==> config.mk <==
export PLATFORM = sky130hd
export DESIGN_NAME = fpaf_datapath
export DESIGN_NICKNAME = d
export VERILOG_FILES = /design/src/include/fpaf_pkg.sv /design/src/verilog/fpaf_datapath.sv
export SDC_FILE = /design/constraint.sdc
export NUM_CORES = 1
export LEC_CHECK = 0
export ABC_AREA = 1
export CAP_MARGIN = 20
export CORE_MARGIN = 4
export CORE_UTILIZATION = 55
export CTS_CLUSTER_DIAMETER = 120
export DETAILED_ROUTE_END_ITERATION = 6
export DONT_BUFFER_PORTS = 1
export GPL_TIMING_DRIVEN = 0
export PLACE_DENSITY = 0.7
export SLEW_MARGIN = 5
export SYNTH_ARGS = -nofsm -noshare
export SYNTH_HDL_FRONTEND = slang
export SYNTH_SLANG_ARGS = --single-unit
==> constraint.sdc <==
create_clock -name mclk -period 3.39 [get_ports mclk]
set_clock_uncertainty 0.05 [all_clocks]
set_input_delay 0.678 -clock mclk [delete_from_list [all_inputs] [get_ports mclk]]
set_output_delay 0.678 -clock mclk [all_outputs]
set_load 0.02 [all_outputs]
==> src/include/fpaf_pkg.sv <==
// Package: operation codes, status layout, register map and widths for the arithmetic format block
package fpaf_pkg;
	localparam int WORD_W = 16;
	localparam int PROD_W = 32;
	localparam int MR_W = 40;
	localparam int FRAC_SHIFT = 1;

	// ALU operation select
	typedef enum logic [3:0] {
		FPAF_OP_ADD, FPAF_OP_ADDC, FPAF_OP_SUB, FPAF_OP_SUBB, FPAF_OP_RSUB, FPAF_OP_NEGX,
		FPAF_OP_INCY, FPAF_OP_DECY, FPAF_OP_PASSX, FPAF_OP_PASSY, FPAF_OP_AND, FPAF_OP_OR,
		FPAF_OP_XOR, FPAF_OP_NOTX, FPAF_OP_NOTY, FPAF_OP_ZERO
	} fpaf_aluop_e;

	// Multiplier operand types
	typedef enum logic [1:0] {
		FPAF_MUL_SS, FPAF_MUL_SU, FPAF_MUL_US, FPAF_MUL_UU
	} fpaf_multype_e;

	// Arith status bit positions
	localparam int ST_ZERO = 0;
	localparam int ST_NEG = 1;
	localparam int ST_OVF = 2;
	localparam int ST_CARRY = 3;
	localparam int ST_W = 4;

	// Interrupt event bit positions
	localparam int EV_OVF = 0;
	localparam int EV_CARRY = 1;
	localparam int EV_MULDONE = 2;
	localparam int EV_W = 3;

	// Register byte offsets
	localparam logic [3:0] REG_CTRL = 4'h0;
	localparam logic [3:0] REG_STATUS = 4'h4;
	localparam logic [3:0] REG_EVENT = 4'h8;
	localparam logic [3:0] REG_MASK = 4'hC;
	localparam int ADDR_W = 4;

	localparam int CTRL_INTMODE = 0;
	localparam logic CTRL_RESET = 1'b0;
	localparam logic [EV_W-1:0] MASK_RESET = 3'h0;
	localparam logic [31:0] UNMAPPED_DATA = 32'h0000_0000;
endpackage : fpaf_pkg

==> src/verilog/fpaf_datapath.sv <==
// ALU and multiplier number-format datapath with status capture and an Avalon-MM register slave
//
// Register access over Avalon-MM and the register addresses were decided locally.
`timescale 1ns/1ps

// Contract
// - ALU operands and results are plain 16-bit patterns without sign handling.
// - Overflow and negative flags read the result as twos-complement signed.
// - Overflow set when result sign contradicts operand signs and operation.
// - Adding operands of opposite sign never sets overflow.
// - Carry flag is the unsigned carry out of the sixteenth bit.
// - NOT, AND, OR, XOR act bitwise on all sixteen bits.
// - Signed values are twos-complement only; no other signed encodings.
// - Low words of multiword arithmetic are handled as unsigned values.
// - Fractional format is one sign bit then fifteen fraction bits.
// - Multiplier treats each operand signed or unsigned as the instruction selects.
// - The 32-bit product is sign-extended across the 40-bit result register.
// - Fractional mode shifts the product left one bit before storing it.
// - Integer mode stores the product into the result register unshifted.
// - ALU status flags are captured into the status register the same cycle.
module fpaf_datapath #(
	parameter int WORD_W = fpaf_pkg::WORD_W,
	parameter int MR_W = fpaf_pkg::MR_W
) (
	// Clock and reset
	input wire logic mclk,
	input wire logic reset_n,
	// ALU request from instruction decode
	input wire logic aluValid,
	input wire fpaf_pkg::fpaf_aluop_e aluOp,
	input wire logic [WORD_W-1:0] aluX,
	input wire logic [WORD_W-1:0] aluY,
	// ALU answer
	output logic [WORD_W-1:0] aluResult_q,
	output logic [fpaf_pkg::ST_W-1:0] arithStatusReg_q,
	// Multiply request
	input wire logic mulValid,
	input wire fpaf_pkg::fpaf_multype_e mulType,
	input wire logic mulRound,
	input wire logic [WORD_W-1:0] mulX,
	input wire logic [WORD_W-1:0] mulY,
	// Multiply answer
	output logic [MR_W-1:0] multiplyResultReg_q,
	// Avalon-MM slave
	input wire logic [fpaf_pkg::ADDR_W-1:0] avsAddress,
	input wire logic avsRead,
	input wire logic avsWrite,
	input wire logic [31:0] avsWritedata,
	input wire logic [3:0] avsByteenable,
	output logic [31:0] avsReaddata_q,
	output logic avsWaitrequest_q,
	// Interrupt
	output logic irq_q
);
	localparam int PW = 2 * WORD_W;
	localparam logic [WORD_W-1:0] ONE = 16'h0001;
	localparam logic [WORD_W-1:0] ROUND_BIT = 16'h8000;

	// ALU operand preparation; the adder works on raw bit patterns
	logic [WORD_W-1:0] addA;
	logic [WORD_W-1:0] addB;
	logic addCin;
	logic isLogic;
	logic [WORD_W-1:0] logicRes;
	logic carryFlagNow;

	assign carryFlagNow = arithStatusReg_q[fpaf_pkg::ST_CARRY];

	always_comb begin
		addA = aluX;
		addB = aluY;
		addCin = 1'b0;
		isLogic = 1'b0;
		logicRes = '0;
		unique case (aluOp)
			fpaf_pkg::FPAF_OP_ADD: begin
				addCin = 1'b0;
			end
			fpaf_pkg::FPAF_OP_ADDC: begin
				addCin = carryFlagNow;
			end
			fpaf_pkg::FPAF_OP_SUB: begin
				addB = ~aluY;
				addCin = 1'b1;
			end
			fpaf_pkg::FPAF_OP_SUBB: begin
				addB = ~aluY;
				addCin = carryFlagNow;
			end
			fpaf_pkg::FPAF_OP_RSUB: begin
				addA = aluY;
				addB = ~aluX;
				addCin = 1'b1;
			end
			fpaf_pkg::FPAF_OP_NEGX: begin
				addA = '0;
				addB = ~aluX;
				addCin = 1'b1;
			end
			fpaf_pkg::FPAF_OP_INCY: begin
				addA = aluY;
				addB = ONE;
			end
			fpaf_pkg::FPAF_OP_DECY: begin
				addA = aluY;
				addB = ~ONE;
				addCin = 1'b1;
			end
			fpaf_pkg::FPAF_OP_PASSX: begin
				addB = '0;
			end
			fpaf_pkg::FPAF_OP_PASSY: begin
				addA = aluY;
				addB = '0;
			end
			fpaf_pkg::FPAF_OP_AND: begin
				isLogic = 1'b1;
				logicRes = aluX & aluY;
			end
			fpaf_pkg::FPAF_OP_OR: begin
				isLogic = 1'b1;
				logicRes = aluX | aluY;
			end
			fpaf_pkg::FPAF_OP_XOR: begin
				isLogic = 1'b1;
				logicRes = aluX ^ aluY;
			end
			fpaf_pkg::FPAF_OP_NOTX: begin
				isLogic = 1'b1;
				logicRes = ~aluX;
			end
			fpaf_pkg::FPAF_OP_NOTY: begin
				isLogic = 1'b1;
				logicRes = ~aluY;
			end
			fpaf_pkg::FPAF_OP_ZERO: begin
				isLogic = 1'b1;
				logicRes = '0;
			end
		endcase
	end

	// Unsigned adder with carry out of the top bit
	logic [WORD_W:0] sumWide;
	logic [WORD_W-1:0] aluRes;
	logic sumOvf;
	logic [fpaf_pkg::ST_W-1:0] statusNow;

	assign sumWide = {1'b0, addA} + {1'b0, addB} + {{WORD_W{1'b0}}, addCin};
	assign aluRes = isLogic ? logicRes : sumWide[WORD_W-1:0];
	// Same operand signs, different result sign
	assign sumOvf = (addA[WORD_W-1] == addB[WORD_W-1]) && (sumWide[WORD_W-1] != addA[WORD_W-1]);
	assign statusNow[fpaf_pkg::ST_ZERO] = (aluRes == '0);
	assign statusNow[fpaf_pkg::ST_NEG] = aluRes[WORD_W-1];
	assign statusNow[fpaf_pkg::ST_OVF] = isLogic ? 1'b0 : sumOvf;
	assign statusNow[fpaf_pkg::ST_CARRY] = isLogic ? 1'b0 : sumWide[WORD_W];

	always_ff @(posedge mclk or negedge reset_n) begin
		if (!reset_n) begin
			aluResult_q <= '0;
			arithStatusReg_q <= '0;
		end else if (aluValid) begin
			aluResult_q <= aluRes;
			arithStatusReg_q <= statusNow;
		end
	end

	// Multiplier: 17-bit signed extension per operand type
	logic xSigned;
	logic ySigned;
	logic signed [WORD_W:0] mulXe;
	logic signed [WORD_W:0] mulYe;
	logic signed [2*WORD_W+1:0] prodFull;
	logic [PW-1:0] prod;
	logic [PW-1:0] prodAdj;
	logic [PW-1:0] prodRnd;
	logic intMode_q;

	assign xSigned = (mulType == fpaf_pkg::FPAF_MUL_SS) || (mulType == fpaf_pkg::FPAF_MUL_SU);
	assign ySigned = (mulType == fpaf_pkg::FPAF_MUL_SS) || (mulType == fpaf_pkg::FPAF_MUL_US);
	assign mulXe = {xSigned & mulX[WORD_W-1], mulX};
	assign mulYe = {ySigned & mulY[WORD_W-1], mulY};
	assign prodFull = mulXe * mulYe;
	assign prod = prodFull[PW-1:0];
	// Fractional 2.30 becomes 1.31; integer stays 32.0
	assign prodAdj = intMode_q ? prod : (prod << fpaf_pkg::FRAC_SHIFT);
	assign prodRnd = mulRound ? (prodAdj + {{WORD_W{1'b0}}, ROUND_BIT}) : prodAdj;

	always_ff @(posedge mclk or negedge reset_n) begin
		if (!reset_n) begin
			multiplyResultReg_q <= '0;
		end else if (mulValid) begin
			multiplyResultReg_q <= {{(MR_W-PW){prodRnd[PW-1]}}, prodRnd};
		end
	end

	// Register slave: one wait state, answers on the second edge
	logic [fpaf_pkg::EV_W-1:0] events_q;
	logic [fpaf_pkg::EV_W-1:0] mask_q;
	logic [fpaf_pkg::EV_W-1:0] evSet;
	logic [fpaf_pkg::EV_W-1:0] evClr;
	logic busReq;
	logic wrAccept;
	logic [fpaf_pkg::EV_W-1:0] eventsNext;
	logic [fpaf_pkg::EV_W-1:0] maskNext;
	logic ctrlHit;
	logic eventHit;
	logic maskHit;
	logic [31:0] readMux;

	assign busReq = avsRead | avsWrite;
	// Writes land on the edge that ends the transfer, when waitrequest is low
	assign wrAccept = avsWrite & ~avsWaitrequest_q;
	assign ctrlHit = (avsAddress == fpaf_pkg::REG_CTRL);
	assign eventHit = (avsAddress == fpaf_pkg::REG_EVENT);
	assign maskHit = (avsAddress == fpaf_pkg::REG_MASK);
	assign evSet[fpaf_pkg::EV_OVF] = aluValid & statusNow[fpaf_pkg::ST_OVF];
	assign evSet[fpaf_pkg::EV_CARRY] = aluValid & statusNow[fpaf_pkg::ST_CARRY];
	assign evSet[fpaf_pkg::EV_MULDONE] = mulValid;
	assign evClr = (wrAccept && eventHit && avsByteenable[0]) ? avsWritedata[fpaf_pkg::EV_W-1:0] : '0;
	assign maskNext = (wrAccept && maskHit && avsByteenable[0]) ? avsWritedata[fpaf_pkg::EV_W-1:0] : mask_q;
	assign eventsNext = (events_q & ~evClr) | evSet;

	always_comb begin
		unique case (avsAddress)
			fpaf_pkg::REG_CTRL: readMux = {31'h0000_0000, intMode_q};
			fpaf_pkg::REG_STATUS: readMux = {28'h000_0000, arithStatusReg_q};
			fpaf_pkg::REG_EVENT: readMux = {29'h0000_0000, events_q};
			fpaf_pkg::REG_MASK: readMux = {29'h0000_0000, mask_q};
			default: readMux = fpaf_pkg::UNMAPPED_DATA;
		endcase
	end

	always_ff @(posedge mclk or negedge reset_n) begin
		if (!reset_n) begin
			avsWaitrequest_q <= 1'b1;
			avsReaddata_q <= '0;
		end else begin
			avsWaitrequest_q <= ~(busReq & avsWaitrequest_q);
			if (avsRead & avsWaitrequest_q) begin
				avsReaddata_q <= readMux;
			end
		end
	end

	always_ff @(posedge mclk or negedge reset_n) begin
		if (!reset_n) begin
			intMode_q <= fpaf_pkg::CTRL_RESET;
			mask_q <= fpaf_pkg::MASK_RESET;
		end else begin
			mask_q <= maskNext;
			if (wrAccept && avsByteenable[0] && ctrlHit) begin
				intMode_q <= avsWritedata[fpaf_pkg::CTRL_INTMODE];
			end
		end
	end

	// Set wins over a simultaneous write-one clear
	always_ff @(posedge mclk or negedge reset_n) begin
		if (!reset_n) begin
			events_q <= '0;
			irq_q <= 1'b0;
		end else begin
			events_q <= eventsNext;
			irq_q <= |(eventsNext & maskNext);
		end
	end
endmodule : fpaf_datapath

==> results of run 1 <==
==> metal layers <==
layer / part of all wire [%] / vias to the layer above / track usage [%] / routed length (um)
li1: - / 7586 / - / -
met1: 40 / 8073 / 40.6 / 21700
met2: 49 / 700 / 53.3 / 26700
met3: 7.9 / 140 / 4.90 / 4320
met4: 2.8 / 2 / 7.45 / 1550
met5: 0.024 / - / 0 / 13
==> cells in the final DEF, fill, tap and decap left out, types with 37 or more instances in the layout <==
master     instances
nand2_4           37
nand3_1           83
nand2_1          555
nor2_1            60
dfrtp_1           63
ha_1              90
inv_1            569
fa_1             266
clkbuf_16         48
o21ai_0           50
nand2_2           97
inv_2             69
buf_4            138
==> timing repair <==
item | 4_1_cts | 5_1_grt
gates resized for setup | 228 | 269
cloned | 3 | 0
hold endpoints to repair | 63 | 0
buffers inserted | 94 | 51
hold buffers | 1 | 0
endpoints found under the setup margin | 44 | 41
pin swaps | 119 | 159
==> worst max-delay path by stage <==
stage / from / depth (start not counted) / endpoint
floorplan: mulX[5] / 33 / multiplyResultReg_q[31]
global placement: mulY[15] / 31 / multiplyResultReg_q[30]
detailed placement: mulY[15] / 31 / multiplyResultReg_q[30]
CTS: mulX[6] / 33 / multiplyResultReg_q[31]
global route: mulY[4] / 33 / multiplyResultReg_q[31]
finish: mulY[4] / 33 / multiplyResultReg_q[31]
==> cell families after synthesis <==
family	Yosys count	synth area share (%)
AOI/OAI and AO/OA	213	7.30
and+or+nand+nor	955	23.0
other	1	0.0214
xor gates and xnor gates	25	1.25
adders and majority gates	414	41.7
muxes	1	0.0571
buffers and inverters	780	17.5
DFF	64	9.14
==> area by class of cell <==
cell class | instances | area [sq um]
inverters | 648 | 2450
flip-flops and latches | 64 | 1600
clock inverters | 7 | 72.6
repair buffers | 144 | 1350
plain buffers | 131 | 1740
fillers | 2537 | 8880
well taps | 402 | 503
clock buffers | 9 | 225
multi-input cells | 1636 | 14600
==> registers in the layout, indices dropped and copies added (netlist names) <==
signal               flops
avsReaddata_q            4
irq_q                    1
multiplyResultReg_q     32
events_q                 3
arithStatusReg_q         4
mask_q                   3
avsWaitrequest_q         1
aluResult_q             15
intMode_q                1
==> per-stage QoR <==
step           hold WS, ps  cell area [sq um]  utilization (%)  setup TNS [ps]
6_report               133              22600             71.8          -57690
5_1_grt                121              22600             71.8          -62460
3_3_place_gp           334              19200             61.0          -82390
4_1_cts                129              21500             68.3          -55660
3_5_place_dp           334              19200             61.0          -83480
2_1_floorplan          332              18700                -          -54810
==> worst max-delay path, delay by kind of cell <==
family                     cells  cell delay (ps)
adders and majority gates      8             3480
and+or+nand+nor               16             1640
buffers and inverters          9              670
==> summary.txt, run 1 <==
Yosys
  – Netlist cell types: 52
  – Synthesized area per cell: approximately 7 sq um
  – Number of standard cells after synthesis: 2453
  – Leading area contributor after synthesis: fa_1
  – Synth warn: 0
  – Async set-reset flop share out of synthesis: 100%
  – Synth area leaders: fa_1 (32%), nand2_1 (14%), inv_1 (14%)
  – Post-synthesis instance area: 17500 sq um
  – Sequential cell area fraction in the yosys report: under 10%
  – Commonest cells post-synth: nand2_1 (670), inv_1 (642), fa_1 (284), ha_1 (130), nand3_1 (109)
  – Flop and latch count out of synthesis: 64
  – Leading cell type by number of instances after synthesis: nand2_1
  – Number of flops mapped to enable cells by yosys: 0
  – Dominant synthesized flop cell: dfrtp_1
  – Proportion of netlist area held by the largest area contributor: between 30% and 40%

Route
  – Violation count after the first detailed-routing iteration: about 1200
  – Avg Vias per Cell: approximately 5.4
  – DRC violation count after routing: 0
  – DRT antenna net count: 0
  – Aggregate routed wire length: 54.3 mm
  – Detailed-routing iteration count for the pre-antenna-repair pass: 7
  – Average routed wire per standard cell: 17.9 um
  – Number of vias in the routed layout: 16501

Placed design
  – HPWL after DPL: approximately 42 mm
  – Pre-CTS setup slack: -3600 ps
  – Number of port buffers: 0
  – Placed Instances: about 2900
  – Weighted congestion reported at the end of routability-driven placement: roughly 0.97

Setup path
  – Largest fanout on the critical path: 7
  – Classification of the worst setup path: in2reg
  – Arrival time worst endpoint: 6480 ps
  – Worst Reg-to-Reg Cells: 13
  – Slowest cell on crit path: fa_1
  – R2R Setup Slk: 250 ps
  – Worst stage delay on the critical path: about 550 ps
  – Crit. End Element: flop
  – Required time of the worst setup path: ~3600 ps
  – Critical register-to-register path startpoint: arithStatusReg_q[3]
  – Sort of element at the start of the critical path: input pin
  – Crit Reg-Reg Endpoint: arithStatusReg_q[0]

Timing
  – Fin crit share: 186%
  – Max Clk Rate: about 160 MHz
  – Final critical path time including I/O delays and setup: about 6300 ps
  – Slew @ Worst Pin: just over 800 ps
  – Setup violations, final: 27
  – Hold Vio Cnt, Final: 0
  – Count of final max-slew check failures: 0
  – Final setup slack of the worst path: -2910 ps
  – Relative slew slack: a little under half
  – RSZ-0062 raised after global routing: yes

GRT
  – Maximum number of pins on one net before global-route repair: 64
  – Grt ovf: 0
  – Wire length of the first global-routing pass: 86.4 mm
  – Via count of the first global-routing pass: ~17000
  – Number of antenna violations at the first check in global routing: 1
  – All-layer global routing usage: 30.7%

CTS
  – TritonCTS clock tree: done
  – Number of levels the H-tree was split into: 3
  – Clock latency of the later-clocked register in the worst-skew pair: 340 ps
  – Cts bufs inserted: 9
  – Number of clock sinks seen by CTS: 64
  – Clock transition at path regs: 50 ps
  – Buffers from clock root to sink, at most: 2
  – Clk Tree Root Cell: clkbuf_16

Finish
  – Final-stage net count: 3165
  – Post-route non-filler standard cell count: about 3000
  – Ant diodes: 0
  – Area growth, synth to finish: 28.9%
  – Fraction of layout cells with a size suffix above 1: 25.6%

Floorplanning
  – Die extent in x: approximately 190 um
  – Core area: 31500 sq um
  – Chip height: between 150 and 200 um
  – Die Footprint: ~35000 sq um
  – Initial standard-cell utilization of the core: between 50% and 60%
  – IO Count: around 210
  – Site row count: 65

Run status
  – Status: finished, violations left
  – Violations in the final reports: setup timing

Flow run
  – Max Cap Violations: 0

Hold path
  – Min-delay worst type: in2async
Power of run 1 is not shown: default switching activity piles up to over one toggle a cycle in this logic, so the estimate is an artifact.
==> inputs of run 2 (changes only) <==
--- a/config.mk
+++ b/config.mk
@@ -13,6 +13,7 @@
 export DETAILED_ROUTE_END_ITERATION = 6
 export DONT_BUFFER_PORTS = 1
 export GPL_TIMING_DRIVEN = 0
+export MAX_ROUTING_LAYER = met4
 export PLACE_DENSITY = 0.7
 export SLEW_MARGIN = 5
 export SYNTH_ARGS = -nofsm -noshare
==> constraint.sdc (replaced) <==
create_clock -name mclk -period 3.39 [get_ports mclk]
set_clock_uncertainty 0.05 [all_clocks]
set_input_delay 0.678 -clock mclk [delete_from_list [all_inputs] [get_ports mclk]]
set_output_delay 0.678 -clock mclk [all_outputs]
set_load 0.05 [all_outputs]
==> run 2 against run 1 <==
Effect of this change: the run still ends with setup timing left; final area shrank 0.58%; register-to-register slack is essentially flat; global-route usage up 1.2 points.
==> summary.txt, run 2 (synthesis results as in run 1) <==
Run status
  – Status: finished, violations left
  – Violations in the final reports: setup timing

Setup path
  – Classification of the worst setup path: in2reg
  – Required time of the worst setup path: roughly 3600 ps
  – Crit Reg-Reg Endpoint: arithStatusReg_q[0]
  – Sort of element at the start of the critical path: input pin
  – Crit. End Element: flop
  – Largest fanout on the critical path: 8
  – Most prevalent standard cell on the critical path: fa_1
  – Worst stage delay on the critical path: a little under 600 ps
  – Arrival time worst endpoint: around 6500 ps
  – Worst Reg-to-Reg Cells: 17
  – Slowest cell on crit path: fa_1
  – R2R Setup Slk: between 200 and 300 ps
  – Critical register-to-register path startpoint: arithStatusReg_q[3]

Timing
  – Final setup slack of the worst path: -2940 ps
  – Fin crit share: 187%
  – Max Clk Rate: between 150 and 200 MHz
  – Count of final max-slew check failures: 0
  – Hold Vio Cnt, Final: 0
  – RSZ-0062 raised after global routing: yes
  – Setup violations, final: 27
  – Slew @ Worst Pin: ~800 ps
  – Final critical path time including I/O delays and setup: 6330 ps
  – Relative slew slack: between 40% and 50%

GRT
  – Maximum number of pins on one net before global-route repair: 56
  – Wire length of the first global-routing pass: slightly below 90 mm
  – Number of antenna violations at the first check in global routing: 0
  – Via count of the first global-routing pass: 16988
  – Grt ovf: 0
  – All-layer global routing usage: 31.9%

Finish
  – Ant diodes: 0
  – Final-stage net count: 3171
  – Fraction of layout cells with a size suffix above 1: ~25%
  – Top register by number of flip-flops: multiplyResultReg_q
  – Flip-flop count of the largest register after layout: 32
  – Area growth, synth to finish: 28.1%
  – Most common library cell in the layout ignoring fill and taps: inv_1
  – Biggest regs: multiplyResultReg_q: 32 flops, aluResult_q: 15 flops
  – Leading cell types in the layout, fill and taps excluded: inv_1 (578), nand2_1 (567), fa_1 (267)
  – Fillers: about 2600

CTS
  – Clock transition at path regs: approximately 50 ps
  – Clk Tree Root Cell: clkbuf_16
  – Cts bufs inserted: 9
  – TritonCTS clock tree: done
  – Number of levels the H-tree was split into: 3
  – Clock latency of the later-clocked register in the worst-skew pair: between 300 and 400 ps
  – Number of clock sinks seen by CTS: 64
  – Buffers from clock root to sink, at most: 2

Floorplanning
  – Core area: between 30000 and 40000 sq um
  – Site row count: 65
  – Chip height: between 150 and 200 um
  – Die extent in x: 187 um
  – Initial standard-cell utilization of the core: 55.7%
  – Die Footprint: between 30000 and 40000 sq um
  – IO Count: around 210

Flow run
  – Max Cap Violations: 0

Route
  – Met3 layer wire length in the routed design: around 4.2 mm
  – Average routed wire per standard cell: 18.0 um
  – Metal-1 WL: ~21 mm
  – Number of vias in the routed layout: between 15000 and 20000
  – Avg Vias per Cell: 5.38
  – Aggregate routed wire length: approximately 55 mm
  – Detailed-routing iteration count for the pre-antenna-repair pass: 7
  – Uppermost layer routed: met4
  – DRC violation count after routing: 0
  – DRT antenna net count: 0
  – Violation count after the first detailed-routing iteration: around 1100
  – Routed wire length on met2: roughly 27 mm

Placed design
  – Pre-CTS setup slack: -3570 ps
  – Number of port buffers: 0
  – Weighted congestion reported at the end of routability-driven placement: about 1
  – HPWL after DPL: about 42 mm

Hold path
  – Min-delay worst type: in2async
==> run 2: cell count changes in the layout (fill, tap and decap cells not counted), moves of 5 or more <==
cell and change:
nand2_2 -20, nand2_4 +8, ha_1 +5, nand2_1 +12, buf_4 +13, buf_8 -6
nand3_2 -6, inv_2 -5, clkbuf_4 +6, buf_6 -6, inv_1 +9
==> run 2: how the worst max path moves through the flow <==
stage | startpoint | to | depth (start not counted)
final | mulX[7] | multiplyResultReg_q[31] | 32
after global routing | mulX[7] | multiplyResultReg_q[30] | 34
after CTS | mulX[5] | multiplyResultReg_q[31] | 33
after detailed placement | mulY[15] | multiplyResultReg_q[30] | 30
after global placement | mulY[15] | multiplyResultReg_q[30] | 31
after floorplan | mulX[5] | multiplyResultReg_q[31] | 33
==> run 2: worst max-delay path: cells and delay by family <==
family,cells,cell delay [ps]
buffers and inverters,8,730
adders and majority gates,8,3410
and+or+nand+nor,16,1630
==> run 2: per-stage QoR <==
| stage | cell area, sq um | hold WS, ps | TNS [ps] | utilization [%] | std cells |
|---|---|---|---|---|---|
| final | 22500 | 146 | -58680 | 71.4 | 3047 |
| after global routing | 22500 | 134 | -63650 | 71.4 | 3047 |
| after CTS | 21600 | 142 | -55240 | 68.7 | 3003 |
| after detailed placement | 19200 | 334 | -83310 | 61.0 | 2882 |
| after global placement | 19200 | 334 | -82660 | 61.0 | 2882 |
| after floorplan | 18700 | 332 | -54820 | - | 2480 |
==> run 2: routing by layer <==
| layer | vias up | GRT usage, % |
|---|---|---|
| li1 | 7595 | - |
| met1 | 8025 | 39.5 |
| met2 | 623 | 53.1 |
| met3 | 149 | 6.15 |
| met4 | 0 | 10.6 |
| met5 | - | - |
==> run 2: timing repair <==
item                                   in CTS  in global routing
cloned                                      3                  0
buffers inserted                          101                 46
gates resized for setup                   266                176
setup endpoints to repair                  45                 42
pin swaps                                 107                 94
endpoints found under the hold margin      55                  0
hold buffers                                2                  0
==> run 2: final cells by class <==
| class | instances | area (sq um) | share of cell area, % |
|---|---|---|---|
| Multi-Input combinational cell | 1636 | 14600 | 64.8 |
| Buffer | 131 | 1700 | 7.57 |
| Tap cell | 402 | 503 | 2.24 |
| Timing Repair Buffer | 150 | 1340 | 5.95 |
| Clock inverter | 2 | 35.0 | 0.156 |
| Inverter | 648 | 2440 | 10.9 |
| Sequential cell | 64 | 1600 | 7.14 |
| Clock buffer | 14 | 284 | 1.26 |
Power of run 2 is left out for the same reason.
